--- src/load_switch_defs.svh ---
`ifndef LOAD_SWITCH_DEFS_SVH
`define LOAD_SWITCH_DEFS_SVH
// ************************************************
// clock and timing
// ************************************************
`define CLK_PERIOD_NS 20
// least time in ns rounded up to whole clock cycles
`define CYC_MIN(t) (((t) + `CLK_PERIOD_NS - 1) / `CLK_PERIOD_NS)
`define SS_BASE_NS 1000000
`define DIS_PULSE_NS 1700000
`define BBM_NS 100
`define OFF_TO_DIS_NS 220
// ************************************************
// target address and register map
// ************************************************
`define TARGET_ADDR7 7'h2E
`define OFS_SETUP_LAST 8'h04
`define OFS_ON_BITS 8'h05
`define PTR_MAX 8'hFF
`define SETUP_RESET 5'h08
`define ON_BITS_RESET 5'h00
`define CHAN_COUNT 5
`endif

--- src/load_switch_pkg.sv ---
package load_switch_pkg;
  // ************************************************
  // per-channel setup fields, bit 4 down to bit 0
  // ************************************************
  typedef struct packed {
    logic dischg_hold_type;
    logic dischg_allow;
    logic softstart_use;
    logic softstart_sel_hi;
    logic softstart_sel_lo;
  } chan_cfg_t;
  // drive signals of one channel
  typedef struct packed {
    logic main_on;
    logic dischg_on;
    logic ramp_on;
  } chan_drv_t;
  // channel sequencer states
  typedef enum logic [2:0] {
    CH_OFF     = 3'b000,
    CH_OFF_DLY = 3'b001,
    CH_DIS     = 3'b010,
    CH_BBM     = 3'b011,
    CH_RAMP    = 3'b100,
    CH_ON      = 3'b101
  } chan_state_t;
  // serial target states
  typedef enum logic [2:0] {
    I2C_IDLE = 3'b000,
    I2C_RX   = 3'b001,
    I2C_ACK  = 3'b010,
    I2C_TX   = 3'b011,
    I2C_RACK = 3'b100
  } i2c_state_t;
endpackage
--- src/load_channel_seq.sv ---
`include "load_switch_defs.svh"
module load_channel_seq #(
  parameter int unsigned SS_BASE_CYC = `CYC_MIN(`SS_BASE_NS),
  parameter int unsigned DIS_CYC     = `CYC_MIN(`DIS_PULSE_NS)
) (
  input  wire logic                      mclk_in,
  input  wire logic                      rstn_in,
  input  wire logic                      lockout_in,
  input  wire logic                      chan_on_in,
  input  wire load_switch_pkg::chan_cfg_t cfg_in,
  output load_switch_pkg::chan_drv_t      drv_out
);
  import load_switch_pkg::*;

  localparam logic [18:0] OFF_CYC = 19'(`CYC_MIN(`OFF_TO_DIS_NS));
  localparam logic [18:0] BBM_CYC = 19'(`CYC_MIN(`BBM_NS));

  chan_state_t state_reg;   // sequencer state
  logic [18:0] cnt_reg;     // cycles left in timed state

  // ramp length: base doubled per select step
  function automatic logic [18:0] ramp_len(input logic [1:0] sel);
    ramp_len = 19'(SS_BASE_CYC) << sel;
  endfunction

  // ************************************************
  // sequencer
  // ************************************************
  always_ff @(posedge mclk_in or negedge rstn_in) begin
    if (!rstn_in) begin
      state_reg <= CH_OFF;
      cnt_reg   <= 19'h00000;
    end else if (lockout_in) begin
      state_reg <= CH_OFF;
      cnt_reg   <= 19'h00000;
    end else begin
      if (cnt_reg != 19'h00000) cnt_reg <= cnt_reg - 19'h00001;
      case (state_reg)
        CH_OFF: begin
          if (chan_on_in) begin
            state_reg <= CH_BBM;
            cnt_reg   <= BBM_CYC - 19'h00001;
          end
        end
        CH_RAMP, CH_ON: begin
          if (!chan_on_in) begin
            state_reg <= CH_OFF_DLY;
            cnt_reg   <= OFF_CYC - 19'h00001;
          end else if (state_reg == CH_RAMP && cnt_reg == 19'h00000) begin
            state_reg <= CH_ON;
          end
        end
        CH_OFF_DLY: begin
          if (chan_on_in) begin
            state_reg <= CH_BBM;
            cnt_reg   <= BBM_CYC - 19'h00001;
          end else if (cnt_reg == 19'h00000) begin
            if (cfg_in.dischg_allow) begin
              state_reg <= CH_DIS;
              cnt_reg   <= 19'(DIS_CYC) - 19'h00001;
            end else begin
              state_reg <= CH_OFF;
            end
          end
        end
        CH_DIS: begin
          if (chan_on_in) begin
            state_reg <= CH_BBM;
            cnt_reg   <= BBM_CYC - 19'h00001;
          end else if (!cfg_in.dischg_allow) begin
            state_reg <= CH_OFF;
          end else if (!cfg_in.dischg_hold_type && cnt_reg == 19'h00000) begin
            state_reg <= CH_OFF;
          end else if (cfg_in.dischg_hold_type) begin
            cnt_reg <= cnt_reg;
          end
        end
        CH_BBM: begin
          if (!chan_on_in) begin
            state_reg <= CH_OFF;
          end else if (cnt_reg == 19'h00000) begin
            if (cfg_in.softstart_use) begin
              state_reg <= CH_RAMP;
              cnt_reg   <= ramp_len({cfg_in.softstart_sel_hi,
                                     cfg_in.softstart_sel_lo}) - 19'h00001;
            end else begin
              state_reg <= CH_ON;
            end
          end
        end
        default: state_reg <= CH_OFF;
      endcase
    end
  end

  assign drv_out.main_on   = (state_reg == CH_RAMP) || (state_reg == CH_ON);
  assign drv_out.dischg_on = (state_reg == CH_DIS);
  assign drv_out.ramp_on   = (state_reg == CH_RAMP);

  // ************************************************
  // checks
  // ************************************************
  // least main-off to discharge-on gap in cycles
  localparam logic [4:0] GAP_MIN = 5'(`CYC_MIN(`OFF_TO_DIS_NS));

  logic [4:0] off_gap_reg;  // cycles since main switch was last on

  // helper count of main-off cycles, saturating
  always_ff @(posedge mclk_in or negedge rstn_in) begin
    if (!rstn_in) begin
      off_gap_reg <= 5'h1F;
    end else if (drv_out.main_on) begin
      off_gap_reg <= 5'h00;
    end else if (off_gap_reg != 5'h1F) begin
      off_gap_reg <= off_gap_reg + 5'h01;
    end
  end
endmodule

--- src/load_switch_ctrl_regs.sv ---
// Summary of operation
// - answer at seven-bit target address 0x2E
// - register 0x05 holds channel on bits
// - channel 0 on from bit or pin
// - soft start off means instant turn on
// - select field picks 1, 2, 4, 8 ms
// - discharge disallowed means no discharge
// - pulse discharge lasts at least 1.7 ms
// - held discharge lasts while channel off
// - discharge starts when main switch turns off
// - main and discharge never on together
// - turn on ends discharge, then delay
// - discharge off to main on 100 ns
// - main off to discharge on 220 ns
// - lockout forces off and resets registers
// - enable pin low ignores commands, freezes
// - pointer advances after each data byte
// - pointer never wraps back to zero
`include "load_switch_defs.svh"
module load_switch_ctrl_regs #(
  parameter int unsigned SS_BASE_CYC = `CYC_MIN(`SS_BASE_NS),
  parameter int unsigned DIS_CYC     = `CYC_MIN(`DIS_PULSE_NS)
) (
  input  wire logic       mclk_in,
  input  wire logic       rstn_in,
  input  wire logic       scl_in,
  input  wire logic       sda_in,
  output wire logic       sda_out,
  output wire logic       sda_oe_out,
  input  wire logic       i2c_enable_in,
  input  wire logic       chan0_force_pin_in,
  input  wire logic       supply_undervolt_lockout_in,
  output wire logic [4:0] main_sw_on_out,
  output wire logic [4:0] dischg_on_out,
  output wire logic [4:0] ramp_on_out
);
  import load_switch_pkg::*;

  // ************************************************
  // input synchronisers
  // ************************************************
  logic [4:0] sync1_reg;   // first stage, read only by second
  logic [4:0] sync2_reg;   // second stage, safe to use
  logic [1:0] line_d_reg;  // previous scl and sda levels
  logic       scl_s;       // synced clock line
  logic       sda_s;       // synced data line
  logic       i2cen_s;     // synced enable pin
  logic       force_s;     // synced channel 0 force pin
  logic       lock_s;      // synced lockout

  // two flops on every pin
  always_ff @(posedge mclk_in or negedge rstn_in) begin
    if (!rstn_in) begin
      sync1_reg <= 5'h03;
      sync2_reg <= 5'h03;
    end else begin
      sync1_reg <= {supply_undervolt_lockout_in, chan0_force_pin_in,
                    i2c_enable_in, sda_in, scl_in};
      sync2_reg <= sync1_reg;
    end
  end

  assign scl_s   = sync2_reg[0];
  assign sda_s   = sync2_reg[1];
  assign i2cen_s = sync2_reg[2];
  assign force_s = sync2_reg[3];
  assign lock_s  = sync2_reg[4];

  // line history for edge and condition detection
  always_ff @(posedge mclk_in or negedge rstn_in) begin
    if (!rstn_in) begin
      line_d_reg <= 2'h3;
    end else begin
      line_d_reg <= {sda_s, scl_s};
    end
  end

  logic scl_rise;   // clock line rose
  logic scl_fall;   // clock line fell
  logic start_det;  // data fell while clock high
  logic stop_det;   // data rose while clock high

  assign scl_rise  = scl_s & ~line_d_reg[0];
  assign scl_fall  = ~scl_s & line_d_reg[0];
  assign start_det = scl_s & line_d_reg[0] & line_d_reg[1] & ~sda_s;
  assign stop_det  = scl_s & line_d_reg[0] & ~line_d_reg[1] & sda_s;

  // ************************************************
  // register storage
  // ************************************************
  logic [4:0] setup_reg [`CHAN_COUNT];  // channel setup registers
  logic [4:0] on_bits_reg;              // channel on bits
  logic [4:0] eff_en_reg;               // on requests seen by channels

  // ************************************************
  // serial target
  // ************************************************
  i2c_state_t i2c_state_reg;  // byte level state
  logic [7:0] shift_reg;      // receive and send shifter
  logic [3:0] bit_cnt_reg;    // bits moved in current byte
  logic       first_reg;      // next byte is the address byte
  logic       rw_reg;         // high for a read transfer
  logic       ptr_set_reg;    // pointer byte already taken
  logic [7:0] ptr_reg;        // register pointer
  logic       nack_reg;       // host refused further bytes
  logic       sda_oe_reg;     // pull data line low
  logic [7:0] rd_data;        // byte at the pointer
  logic       wr_stb;         // one-cycle register write
  logic       byte_end;       // eighth bit finished

  // pointer advance that sticks at the top
  function automatic logic [7:0] ptr_inc(input logic [7:0] p);
    ptr_inc = (p == `PTR_MAX) ? p : p + 8'h01;
  endfunction

  // mapped setup register offset
  function automatic logic is_setup(input logic [7:0] p);
    is_setup = (p <= `OFS_SETUP_LAST);
  endfunction

  // read mux, unmapped reads return zero
  always_comb begin
    rd_data = 8'h00;
    if (is_setup(ptr_reg)) begin
      rd_data = {3'h0, setup_reg[ptr_reg[2:0]]};
    end else if (ptr_reg == `OFS_ON_BITS) begin
      rd_data = {3'h0, on_bits_reg};
    end
  end

  assign byte_end = (i2c_state_reg == I2C_RX) && scl_fall
                    && (bit_cnt_reg == 4'h8);
  assign wr_stb = byte_end && !first_reg && !rw_reg && ptr_set_reg
                  && i2cen_s && !lock_s;

  // byte level protocol engine
  always_ff @(posedge mclk_in or negedge rstn_in) begin
    if (!rstn_in) begin
      i2c_state_reg <= I2C_IDLE;
      shift_reg     <= 8'h00;
      bit_cnt_reg   <= 4'h0;
      first_reg     <= 1'b0;
      rw_reg        <= 1'b0;
      ptr_set_reg   <= 1'b0;
      ptr_reg       <= 8'h00;
      nack_reg      <= 1'b0;
      sda_oe_reg    <= 1'b0;
    end else if (lock_s) begin
      // lockout returns pointer to power-up value
      i2c_state_reg <= I2C_IDLE;
      ptr_reg       <= 8'h00;
      ptr_set_reg   <= 1'b0;
      sda_oe_reg    <= 1'b0;
    end else if (stop_det) begin
      // stop releases the bus
      i2c_state_reg <= I2C_IDLE;
      sda_oe_reg    <= 1'b0;
    end else if (start_det) begin
      // start or repeated start begins an address byte
      i2c_state_reg <= I2C_RX;
      bit_cnt_reg   <= 4'h0;
      first_reg     <= 1'b1;
      sda_oe_reg    <= 1'b0;
    end else begin
      case (i2c_state_reg)
        I2C_RX: begin
          if (scl_rise && bit_cnt_reg != 4'h8) begin
            shift_reg   <= {shift_reg[6:0], sda_s};
            bit_cnt_reg <= bit_cnt_reg + 4'h1;
          end else if (byte_end) begin
            bit_cnt_reg <= 4'h0;
            first_reg   <= 1'b0;
            nack_reg    <= 1'b0;
            if (first_reg) begin
              if (shift_reg[7:1] == `TARGET_ADDR7 && i2cen_s) begin
                i2c_state_reg <= I2C_ACK;
                sda_oe_reg    <= 1'b1;
                rw_reg        <= shift_reg[0];
                ptr_set_reg   <= 1'b0;
              end else begin
                i2c_state_reg <= I2C_IDLE;
              end
            end else begin
              i2c_state_reg <= I2C_ACK;
              sda_oe_reg    <= 1'b1;
              // first written byte is the pointer
              if (!ptr_set_reg) begin
                ptr_reg     <= shift_reg;
                ptr_set_reg <= 1'b1;
              end else begin
                ptr_reg <= ptr_inc(ptr_reg);
              end
            end
          end
        end
        I2C_ACK, I2C_RACK: begin
          if (i2c_state_reg == I2C_RACK && scl_rise) begin
            nack_reg <= sda_s;
          end else if (scl_fall) begin
            if (rw_reg && !nack_reg) begin
              // load next read byte, advance
              i2c_state_reg <= I2C_TX;
              shift_reg     <= rd_data;
              sda_oe_reg    <= ~rd_data[7];
              bit_cnt_reg   <= 4'h1;
              ptr_reg       <= ptr_inc(ptr_reg);
            end else if (rw_reg) begin
              i2c_state_reg <= I2C_IDLE;
              sda_oe_reg    <= 1'b0;
            end else begin
              i2c_state_reg <= I2C_RX;
              sda_oe_reg    <= 1'b0;
            end
          end
        end
        I2C_TX: begin
          if (scl_fall) begin
            if (bit_cnt_reg == 4'h8) begin
              i2c_state_reg <= I2C_RACK;
              sda_oe_reg    <= 1'b0;
            end else begin
              shift_reg   <= {shift_reg[6:0], 1'b0};
              sda_oe_reg  <= ~shift_reg[6];
              bit_cnt_reg <= bit_cnt_reg + 4'h1;
            end
          end
        end
        default: begin
          sda_oe_reg <= 1'b0;
        end
      endcase
    end
  end

  // open drain: only ever pulls low
  assign sda_out    = 1'b0;
  assign sda_oe_out = sda_oe_reg;

  // ************************************************
  // register file
  // ************************************************
  always_ff @(posedge mclk_in or negedge rstn_in) begin
    if (!rstn_in) begin
      for (int i = 0; i < `CHAN_COUNT; i++) begin
        setup_reg[i] <= `SETUP_RESET;
      end
      on_bits_reg <= `ON_BITS_RESET;
    end else if (lock_s) begin
      for (int i = 0; i < `CHAN_COUNT; i++) begin
        setup_reg[i] <= `SETUP_RESET;
      end
      on_bits_reg <= `ON_BITS_RESET;
    end else if (wr_stb) begin
      if (is_setup(ptr_reg)) begin
        setup_reg[ptr_reg[2:0]] <= shift_reg[4:0];
      end else if (ptr_reg == `OFS_ON_BITS) begin
        on_bits_reg <= shift_reg[4:0];
      end
    end
  end

  // ************************************************
  // channel requests
  // ************************************************
  always_ff @(posedge mclk_in or negedge rstn_in) begin
    if (!rstn_in) begin
      eff_en_reg <= 5'h00;
    end else if (lock_s) begin
      eff_en_reg <= 5'h00;
    end else if (i2cen_s) begin
      eff_en_reg <= on_bits_reg | {4'h0, force_s};
    end
  end

  // one sequencer per channel
  genvar g;
  for (g = 0; g < `CHAN_COUNT; g++) begin : g_chan
    chan_drv_t drv;  // drive signals of this channel
    load_channel_seq #(
      .SS_BASE_CYC (SS_BASE_CYC),
      .DIS_CYC     (DIS_CYC)
    ) u_seq (
      .mclk_in    (mclk_in),
      .rstn_in    (rstn_in),
      .lockout_in (lock_s),
      .chan_on_in (eff_en_reg[g]),
      .cfg_in     (chan_cfg_t'(setup_reg[g])),
      .drv_out    (drv)
    );
    assign main_sw_on_out[g] = drv.main_on;
    assign dischg_on_out[g]  = drv.dischg_on;
    assign ramp_on_out[g]    = drv.ramp_on;
  end
endmodule

--- config.mk ---
export PLATFORM = sky130hd
export DESIGN_NAME = load_switch_ctrl_regs
export DESIGN_NICKNAME = d
export VERILOG_FILES = /design/src/load_switch_pkg.sv /design/src/load_channel_seq.sv /design/src/load_switch_ctrl_regs.sv
export VERILOG_INCLUDE_DIRS = /design/src
export SDC_FILE = /design/constraint.sdc
export NUM_CORES = 1
export LEC_CHECK = 0
export BUFFER_PORTS_ARGS = -buffer_cell sky130_fd_sc_hd__buf_2
export CORE_ASPECT_RATIO = 1.75
export CORE_UTILIZATION = 50
export CTS_CLUSTER_SIZE = 10
export DETAILED_ROUTE_END_ITERATION = 10
export PLACE_DENSITY = 0.66
export SYNTH_ARGS = -nofsm -noshare
export SYNTH_HDL_FRONTEND = slang
export SYNTH_HIERARCHICAL = 1
export SYNTH_SLANG_ARGS = --single-unit
--- constraint.sdc ---
create_clock -name mclk_in -period 2.9 [get_ports mclk_in]
set_input_delay 0.87 -clock mclk_in [delete_from_list [all_inputs] [get_ports mclk_in]]
set_output_delay 0.87 -clock mclk_in [all_outputs]
set_load 0.1 [all_outputs]
==> results by stage, run 1 <==
Run status:
- The run finished with clean final reports.

Timing:
- Hold is met by 0.358 ns.
- For the final database, setup skew stands at 0.0112 ns.
- In the final timing run, aggregate negative setup slack is 0 ns.
- For the pin with the worst max-slew slack, the measured transition is 0.749 ns.
- Setup repair after global routing left no endpoint under its margin.
- Setup violations remaining at the end of the flow were counted as 0.
- The count of final hold-check violations came to 0.
- For the finished layout, the period the worst path requires is 2.78 ns.
- The final count of pins violating max slew is 0.
- The final worst-path cycle share is 95.8%.
- The worst pin sits at a relative slew slack of 49.7%.
- Static timing analysis puts the maximum clock frequency at 360 MHz.

Power and ir drop:
- The switching share of power is 45.5%.
- The internal power is 7.26 mW.
- The completed layout was analyzed and its total power is 13.3 mW.
- Summed over all cells, the static leakage comes to 6.87 nW.
- The maximum ir drop on the vdd rail is 683 uV.
- The total power density per cell area is 832 nW/um^2.
- The power share of the combinational group is 51.6%.
- The total net switching power is 6.05 mW.
- The clock power share is 18.5%.
- The share of power burned in registers is 30.0%.

Finish:
- The final layout contains 1796 nets.
- Summing all flip-flop and latch instances after layout gives 4650 sq um.
- The number of flip-flops under the largest register name is 95.
- The multi-input combinational cell area is 9160 sq um.
- Cells fill 56.1% of the core in the end.
- Fill cells in the final layout number 2734.
- The final instance area is 16000 sq um.
- The layout-stage area growth over the synthesis result is 10.6%.
- In the final layout, the share of cells above drive strength 1 is 15.4%.
- The repair_antennas step left the layout with diodes totalling 0.

Synthesis:
- By area the synthesized netlist is led by sky130_fd_sc_hd__dfrtp_1 30%, sky130_fd_sc_hd__nor2_1 4.2%, sky130_fd_sc_hd__ha_1 3.9%, sky130_fd_sc_hd__nand2_1 3.7%, sky130_fd_sc_hd__mux2i_1 3.0%.
- By count the netlist is led by 174 x sky130_fd_sc_hd__dfrtp_1, 160 x sky130_fd_sc_hd__nor2_1, 142 x sky130_fd_sc_hd__nand2_1.
- Synthesis produced a netlist whose cell count is 1706.
- Counting distinct cell types in the post-synthesis netlist gives 113.
- The number of synthesized register bits is 185.
- The top cell type's share of synthesized area is 30.1%.
- The share of the Yosys chip area taken by registers is 32.1%.
- The count of yosys warnings during synthesis is 6.
- sky130_fd_sc_hd__dfrtp_1 is the most common cell in the netlist.
- The number of synthesized flops with an enable pin is 0.
- After synthesis, the mean cell area works out to 8.48 sq um.
- The leading area contributor after synthesis is sky130_fd_sc_hd__dfrtp_1.
- Synthesis produced a netlist with a net count of 1758.
- The netlist area before placement is 14500 sq um.
- The post-synthesis async set-or-reset flop share is 100%.
- Among all flip-flop cells after synthesis, the most frequent one is sky130_fd_sc_hd__dfrtp_1.

Worst setup path:
- The largest individual stage delay along the critical path comes from the cell sky130_fd_sc_hd__dfrtp_1.
- The signal on the critical path passes through nor2b_1 -> nor2b_1 -> buf_2.
- In this design, the critical path's most frequently occurring cell is sky130_fd_sc_hd__nor2b_1.
- The longest individual stage delay on the worst path is 0.57 ns.
- The required time of the worst setup path is 2.03 ns.
- The worst setup path is captured at a primary output.
- Together, buffers and inverters on the worst path number 1.
- The top fanout value on the critical path is 17.
- The path type of the worst setup path is reg -> out.
- In this design, the largest share of critical-path delay is due to flip-flops.
- The arrival time of the worst setup path is 1.91 ns.
- The kind of start point of the critical path is a register.

Run:
- The number of max-capacitance violations reported is 0.

CTS:
- After clock tree synthesis, the clock-pin slew on the worst setup and hold paths is 0.07 ns.
- At the later pin of the worst-skew pair, clock insertion delay measures 0.46 ns.
- For this design, the sink count on the clock tree is 185.
- The number of clock buffers added by TritonCTS is 17.
- The H-tree was split into 4 levels.
- TritonCTS built the clock tree.
- The cell chosen for the clock root is sky130_fd_sc_hd__clkbuf_16.
- Once the clock tree was built, the setup fixing pass inserted 0 buffers.
- The largest buffer count on any clock path is 2.

Floorplan:
- For this design the top-level I/O count stands at 24.
- Once the floorplan was initialized, standard cells occupied 50.7% of the core.
- After floorplanning, the core was sized to cover 28500 sq um.
- In this run the core area contains 82 standard-cell rows.
- From bottom edge to top edge, the die measures 227 um.
- From left edge to right edge, the die measures 131 um.
- The floorplan die area is 29600 sq um.

Global route:
- The overall fraction of global-route tracks in use is 31.8%.
- The number of antenna violations at the first check in global routing was 0.
- Entering global routing, the biggest net connects 56 pins.
- After global routing the overflow that remains totals 0.
- The global-route wire length before repair is 72900 um.
- The via count of the first global-routing pass is 14000.

Drt:
- Summed over all nets, wire length on met2 after detailed routing comes to 23800 um.
- The via density per instance is 6.66.
- Wire segments on met3 add up to 1930 um in the final route.
- After detailed routing, the total wire length is 45700 um.
- For this run, design rule violations remaining after detail routing come to 0.
- In the final routing, the length of wire on met1 measures 17000 um.
- The count of antenna-violating nets left after detailed routing is 0.
- The vias after detailed routing is 14200.
- The pre-antenna-repair detailed-routing pass consisted of 5 iterations.
- The highest layer used for signal routing is met4.
- In the final routed layout, each cell accounts on average for 21.4 um.
- The detailed router's first-iteration violation count is 830.

Placement:
- The number of buffers added on ports is 22.
- Routability-driven placement finished with a final weighted congestion of 1.01.
- The total half-perimeter wirelength after legalization and detailed placement is 34100 um.
- The post-placement cell area is 15400 sq um.

Hold path:
- The path type of the worst min-delay path is reg -> reg.
==> path summary, 6_finish.rpt <==
kind | startpoint | to | slack (ns) | cells after the start
min in group asynchronous | rstn_in | g_chan[0].u_seq/cnt_reg[17] | 0.37 | 1
max in group asynchronous | rstn_in | g_chan[3].u_seq/cnt_reg[14] | 1.81 | 2
setup reg to reg | g_chan[2].u_seq/cnt_reg[0] | g_chan[2].u_seq/cnt_reg[8] | 0.24 | 8
hold reg to reg | sync1_reg[1] | sync2_reg[1] | 0.36 | 0
setup / recovery | g_chan[1].u_seq/state_reg[0] | dischg_on_out[1] | 0.12 | 3
hold / removal | sync1_reg[1] | sync2_reg[1] | 0.36 | 0
==> logic make-up after synthesis <==
group,after synthesis,share of synthesized area (%)
other cells,1,0.0259
fa+ha+maj,45,3.89
xor+xnor,34,2.06
simple gates,721,28.4
buf+inv,160,4.75
flops,185,32.1
mux,53,3.83
compound gates,507,25.0
==> cell type report <==
type | count | share of cell area [%]
clock buffers | 21 | 2.94
clock inverters | 11 | 0.829
inverters | 56 | 1.31
multi-input cells | 1361 | 57.3
flip-flops and latches | 185 | 29.1
well taps | 378 | 2.96
repair buffers | 123 | 5.64
==> cell usage in the layout, fill, tap and decap left out, types with 18 or more instances in the layout <==
master | netlist | final
sky130_fd_sc_hd__o22ai_1 | 28 | 28
sky130_fd_sc_hd__a31oi_1 | 41 | 41
sky130_fd_sc_hd__nor3_1 | 52 | 50
sky130_fd_sc_hd__or2_2 | 18 | 18
sky130_fd_sc_hd__nor2_1 | 160 | 158
sky130_fd_sc_hd__buf_4 | 5 | 99
sky130_fd_sc_hd__dfrtp_1 | 174 | 171
sky130_fd_sc_hd__o31ai_1 | 18 | 18
sky130_fd_sc_hd__mux2i_1 | 43 | 43
sky130_fd_sc_hd__nand2b_1 | 39 | 39
sky130_fd_sc_hd__nor2b_1 | 32 | 30
sky130_fd_sc_hd__inv_1 | 56 | 56
sky130_fd_sc_hd__nand3_1 | 41 | 41
sky130_fd_sc_hd__xnor2_1 | 23 | 23
sky130_fd_sc_hd__or3_1 | 30 | 30
sky130_fd_sc_hd__a211oi_1 | 20 | 20
sky130_fd_sc_hd__a211o_1 | 21 | 21
sky130_fd_sc_hd__ha_1 | 45 | 45
sky130_fd_sc_hd__a21o_1 | 18 | 18
sky130_fd_sc_hd__nand2_1 | 142 | 142
sky130_fd_sc_hd__buf_2 | 8 | 21
sky130_fd_sc_hd__o21ai_0 | 68 | 68
sky130_fd_sc_hd__a21oi_1 | 84 | 84
sky130_fd_sc_hd__nor4_1 | 34 | 33
sky130_fd_sc_hd__or4_1 | 23 | 23
==> repair_timing <==
action,in CTS,in global routing
gates resized for setup,0,2
endpoints found under the setup margin,0,2
hold buffers,0,0
endpoints found under the hold margin,0,0
==> worst register-to-register path: stages, from the launching register on <==
cell and delay [ns]:
sky130_fd_sc_hd__dfrtp_1 0.41, sky130_fd_sc_hd__inv_1 0.11, sky130_fd_sc_hd__ha_1 0.14, sky130_fd_sc_hd__or3b_1 0.48, sky130_fd_sc_hd__nor4_4 0.55, sky130_fd_sc_hd__a21o_1 0.21, sky130_fd_sc_hd__nand2_1 0.22, sky130_fd_sc_hd__a31oi_1 0.25
sky130_fd_sc_hd__o221ai_1 0.15
==> power by group through the flow <==
stage                     registers [mW]  logic, mW  clock network, mW
after CTS                           3.95       6.73               2.51
after global placement              3.98       6.65                  0
final                               3.99       6.86               2.46
after floorplan                     3.55       5.16                  0
after detailed placement            4.00       6.70                  0
after global routing                4.07       7.41               2.61
==> metrics by stage <==
step           setup slack [ns]  std cells
2_1_floorplan            -0.523       1706
3_3_place_gp              0.314       2103
3_5_place_dp              0.293       2103
4_1_cts                  0.0272       2135
5_1_grt                  0.0168       2135
6_report                  0.122       2135
==> per-layer routing <==
layer / track usage (%) / vias to the layer above
li1: - / 6545
met1: 33.6 / 6918
met2: 57.7 / 559
met3: 4.51 / 206
met4: 21.3 / 0
met5: 0 / -
(Power assumes the default switching activity.)
==> run 2, diff against run 1 <==
PLACE_DENSITY = default   (was 0.66)
PLACE_DENSITY_LB_ADDON = 0.05   (was default)
==> results by stage, run 2 (synthesized netlist as in run 1, its figures left out) <==
Run status:
- The flow ran to the end, and the final reports show no timing, DRC or antenna violations.

Finish:
- The share of final-layout standard cells stronger than drive strength 1 is 15.1% (-0.30 points).
- The most common cell after layout, fill and taps aside is sky130_fd_sc_hd__dfrtp_1.
- The number of flip-flops under the largest register name is 95 (unchanged).
- Leaving out fill and tap cells, the most frequent cells in the layout are 170 x sky130_fd_sc_hd__dfrtp_1, 158 x sky130_fd_sc_hd__nor2_1, 142 x sky130_fd_sc_hd__nand2_1.
- From synthesis to final layout, the design area changed by 10.4%.
- The count of antenna diodes in the layout is 0 (unchanged).
- The number of nets in the finished design was 1791 (-0.28%).

Placement:
- The final weighted congestion of routability-driven global placement is 1.02 (+0.71%).
- The total half-perimeter wirelength after legalization and detailed placement came to 34000 um (-0.26%).
- The post-place setup slack came to 0.242 ns (-0.0507 ns).
- The number of buffers added on ports is 22 (unchanged).

Timing:
- Setup repair after global routing left no endpoint under its margin.
- The worst-case setup margin in the final layout is 0.139 ns (+0.0172 ns).
- The worst slew slack as a fraction of its limit was 47.4% (-2.2 points).
- The final worst-path cycle share came to 95.2% (-0.59 points).
- The total of endpoints with negative setup slack in the final report is 0 (unchanged).
- The post-route clock skew was 0.00879 ns (-0.00236 ns).
- The post-route minimum period is 2.76 ns (-0.0172 ns).
- The slew at the pin closest to its max-slew limit was 0.780 ns (+0.0313 ns).
- The final-layout setup total negative slack is 0 ns (unchanged).
- The achievable clock frequency is 362 MHz (+0.62%).
- The final count of pins violating max slew is 0 (unchanged).
- The count of final hold-check violations came to 0 (unchanged).

Power and ir drop:
- The total power density per cell area is 823 nW/um^2 (-1.0%).
- The leakage power figure came to 6.83 nW (-0.58%).
- The post-layout total power is 13.1 mW (-1.2%).
- The maximum ir drop on the vdd rail is 560 uV (-18%).

Worst setup path:
- The top fanout value on the critical path was 17 (unchanged).
- The kind of start point of the critical path is a register.
- STA classifies the critical path endpoint as a primary output.
- The arrival time of the worst setup path was 1.89 ns (-0.02 ns).
- The required time of the worst setup path is 2.03 ns (about the same).
- The reg-to-reg setup timing slack came to 0.18 ns (-0.06 ns).
- The path type of the worst setup path is reg -> out.

CTS:
- The source-to-sink clock delay at the later pin of the worst-skew pair is 0.46 ns (about the same).
- The root buffer cell chosen for the clock tree is sky130_fd_sc_hd__clkbuf_16.
- The number of CTS-inserted buffers is 17 (unchanged).
- The number of clock sinks came to 185 (unchanged).
- The H-tree depth reported by CTS was 4 (unchanged).
- The clock-pin slew on the worst setup and hold paths is 0.07 ns (about the same).
- The number of buffers added to fix hold violations after cts is 0 (unchanged).
- The CTS tree is done.
- The largest buffer count on any clock path is 2 (unchanged).

Drt:
- The total DRC errors in the routed layout is 0 (unchanged).
- The via density per instance is 6.57 (-1.5%).
- The count of antenna-violating nets left after detailed routing was 0 (unchanged).
- The total wire length after detailed routing was 45300 um (-0.91%).
- The vias after detailed routing was 14000 (-1.7%).
- The wire length per cell after detailed routing is 21.2 um (-0.68%).
- The detailed router's first-iteration violation count is 863 (+4.0%).
- The number of search-and-repair iterations in the first detailed-routing pass came to 7 (+2).

Global route:
- The maximum number of pins on one net before global-route repair is 61 (+8.9%).
- The total grt overflow is 0 (unchanged).
- The global-route wire length before repair was 72600 um (-0.45%).
- The overall fraction of global-route tracks in use is 31.5% (-0.33 points).
- The number of antenna violations at the first check in global routing is 0 (unchanged).
- The via count of the first global-routing pass is 13900 (-0.97%).

Floorplan:
- The die height is 227 um (unchanged).
- The effective utilization at floorplan was 50.7% (unchanged).
- The I/O pin total is 24 (unchanged).
- The site row count is 82 (unchanged).
- The floorplan die area is 29600 sq um (unchanged).
- The area of the core came to 28500 sq um (unchanged).
- The die extent in x came to 131 um (unchanged).

Run:
- The number of max-capacitance violations reported is 0 (unchanged).

Hold path:
- The path class of the tightest hold or removal check is in -> async.
==> run 2: cell types whose count changed in the layout (fill, tap and decap cells not counted) <==
cell,before,now
sky130_fd_sc_hd__clkinv_2,1,0
sky130_fd_sc_hd__clkbuf_8,4,2
sky130_fd_sc_hd__inv_6,5,1
sky130_fd_sc_hd__o311ai_2,0,1
sky130_fd_sc_hd__bufinv_16,2,3
sky130_fd_sc_hd__clkbuf_1,1,4
sky130_fd_sc_hd__clkinvlp_4,2,4
sky130_fd_sc_hd__buf_4,99,94
sky130_fd_sc_hd__dfrtp_1,171,170
sky130_fd_sc_hd__clkinv_4,1,2
sky130_fd_sc_hd__dfrtp_2,2,3
sky130_fd_sc_hd__o311ai_1,6,5
==> run 2: timing repair <==
action,4_1_cts,5_1_grt
hold endpoints to repair,0,0
endpoints found under the setup margin,1,2
resized for setup,1,2
buffers inserted,0,0
==> run 2: cell type report <==
type,count,area (sq um)
Fill cell,2733,12600
Clock buffer,22,454
Timing Repair Buffer,118,865
Clock inverter,10,146
Inverter,56,210
Sequential cell,185,4650
Tap cell,378,473
Multi-Input combinational cell,1361,9170
==> run 2: worst paths after layout <==
path                                              start                          end  depth (start not counted)
max in group asynchronous                       rstn_in                setup_reg[18]                          2
max                        g_chan[1].u_seq/state_reg[0]             dischg_on_out[1]                          3
min in group mclk_in                       sync1_reg[1]                 sync2_reg[1]                          0
min reg2reg                                sync1_reg[1]                 sync2_reg[1]                          0
max reg2reg                  g_chan[2].u_seq/cnt_reg[0]  g_chan[2].u_seq/cnt_reg[11]                          8
min                                             rstn_in   g_chan[0].u_seq/cnt_reg[1]                          1
==> run 2: power by group <==
part           internal, mW  switching, mW  leakage, nW
logic                  2.77           4.00         4.09
registers              3.07          0.855         2.47
clock network          1.38           1.06        0.277
==> run 2: worst max-delay path, cell delays in order, from the launching register on <==
cell	delay, ns
sky130_fd_sc_hd__dfrtp_1	0.56
sky130_fd_sc_hd__nor2b_1	0.27
sky130_fd_sc_hd__nor2b_1	0.16
sky130_fd_sc_hd__buf_2	0.44
==> run 2: through the flow <==
step | instances | hold WS [ns] | util, % | cell area, sq um
floorplan | 1706 | 0.331 | - | 14500
global placement | 2098 | 0.333 | 53.9 | 15400
detailed placement | 2098 | 0.336 | 53.9 | 15400
CTS | 2130 | 0.352 | 56.0 | 16000
global route | 2130 | 0.353 | 56.0 | 16000
finish | 2130 | 0.342 | 56.0 | 16000
==> run 2: routing by layer <==
metal / vias up / wire length [um] / global-route usage (%)
met3: 199 / 1550 / 3.88
met2: 471 / 23900 / 57.2
met5: - / 0 / 0
li1: 6536 / - / -
met1: 6782 / 16900 / 33.2
met4: 0 / 2870 / 21.7
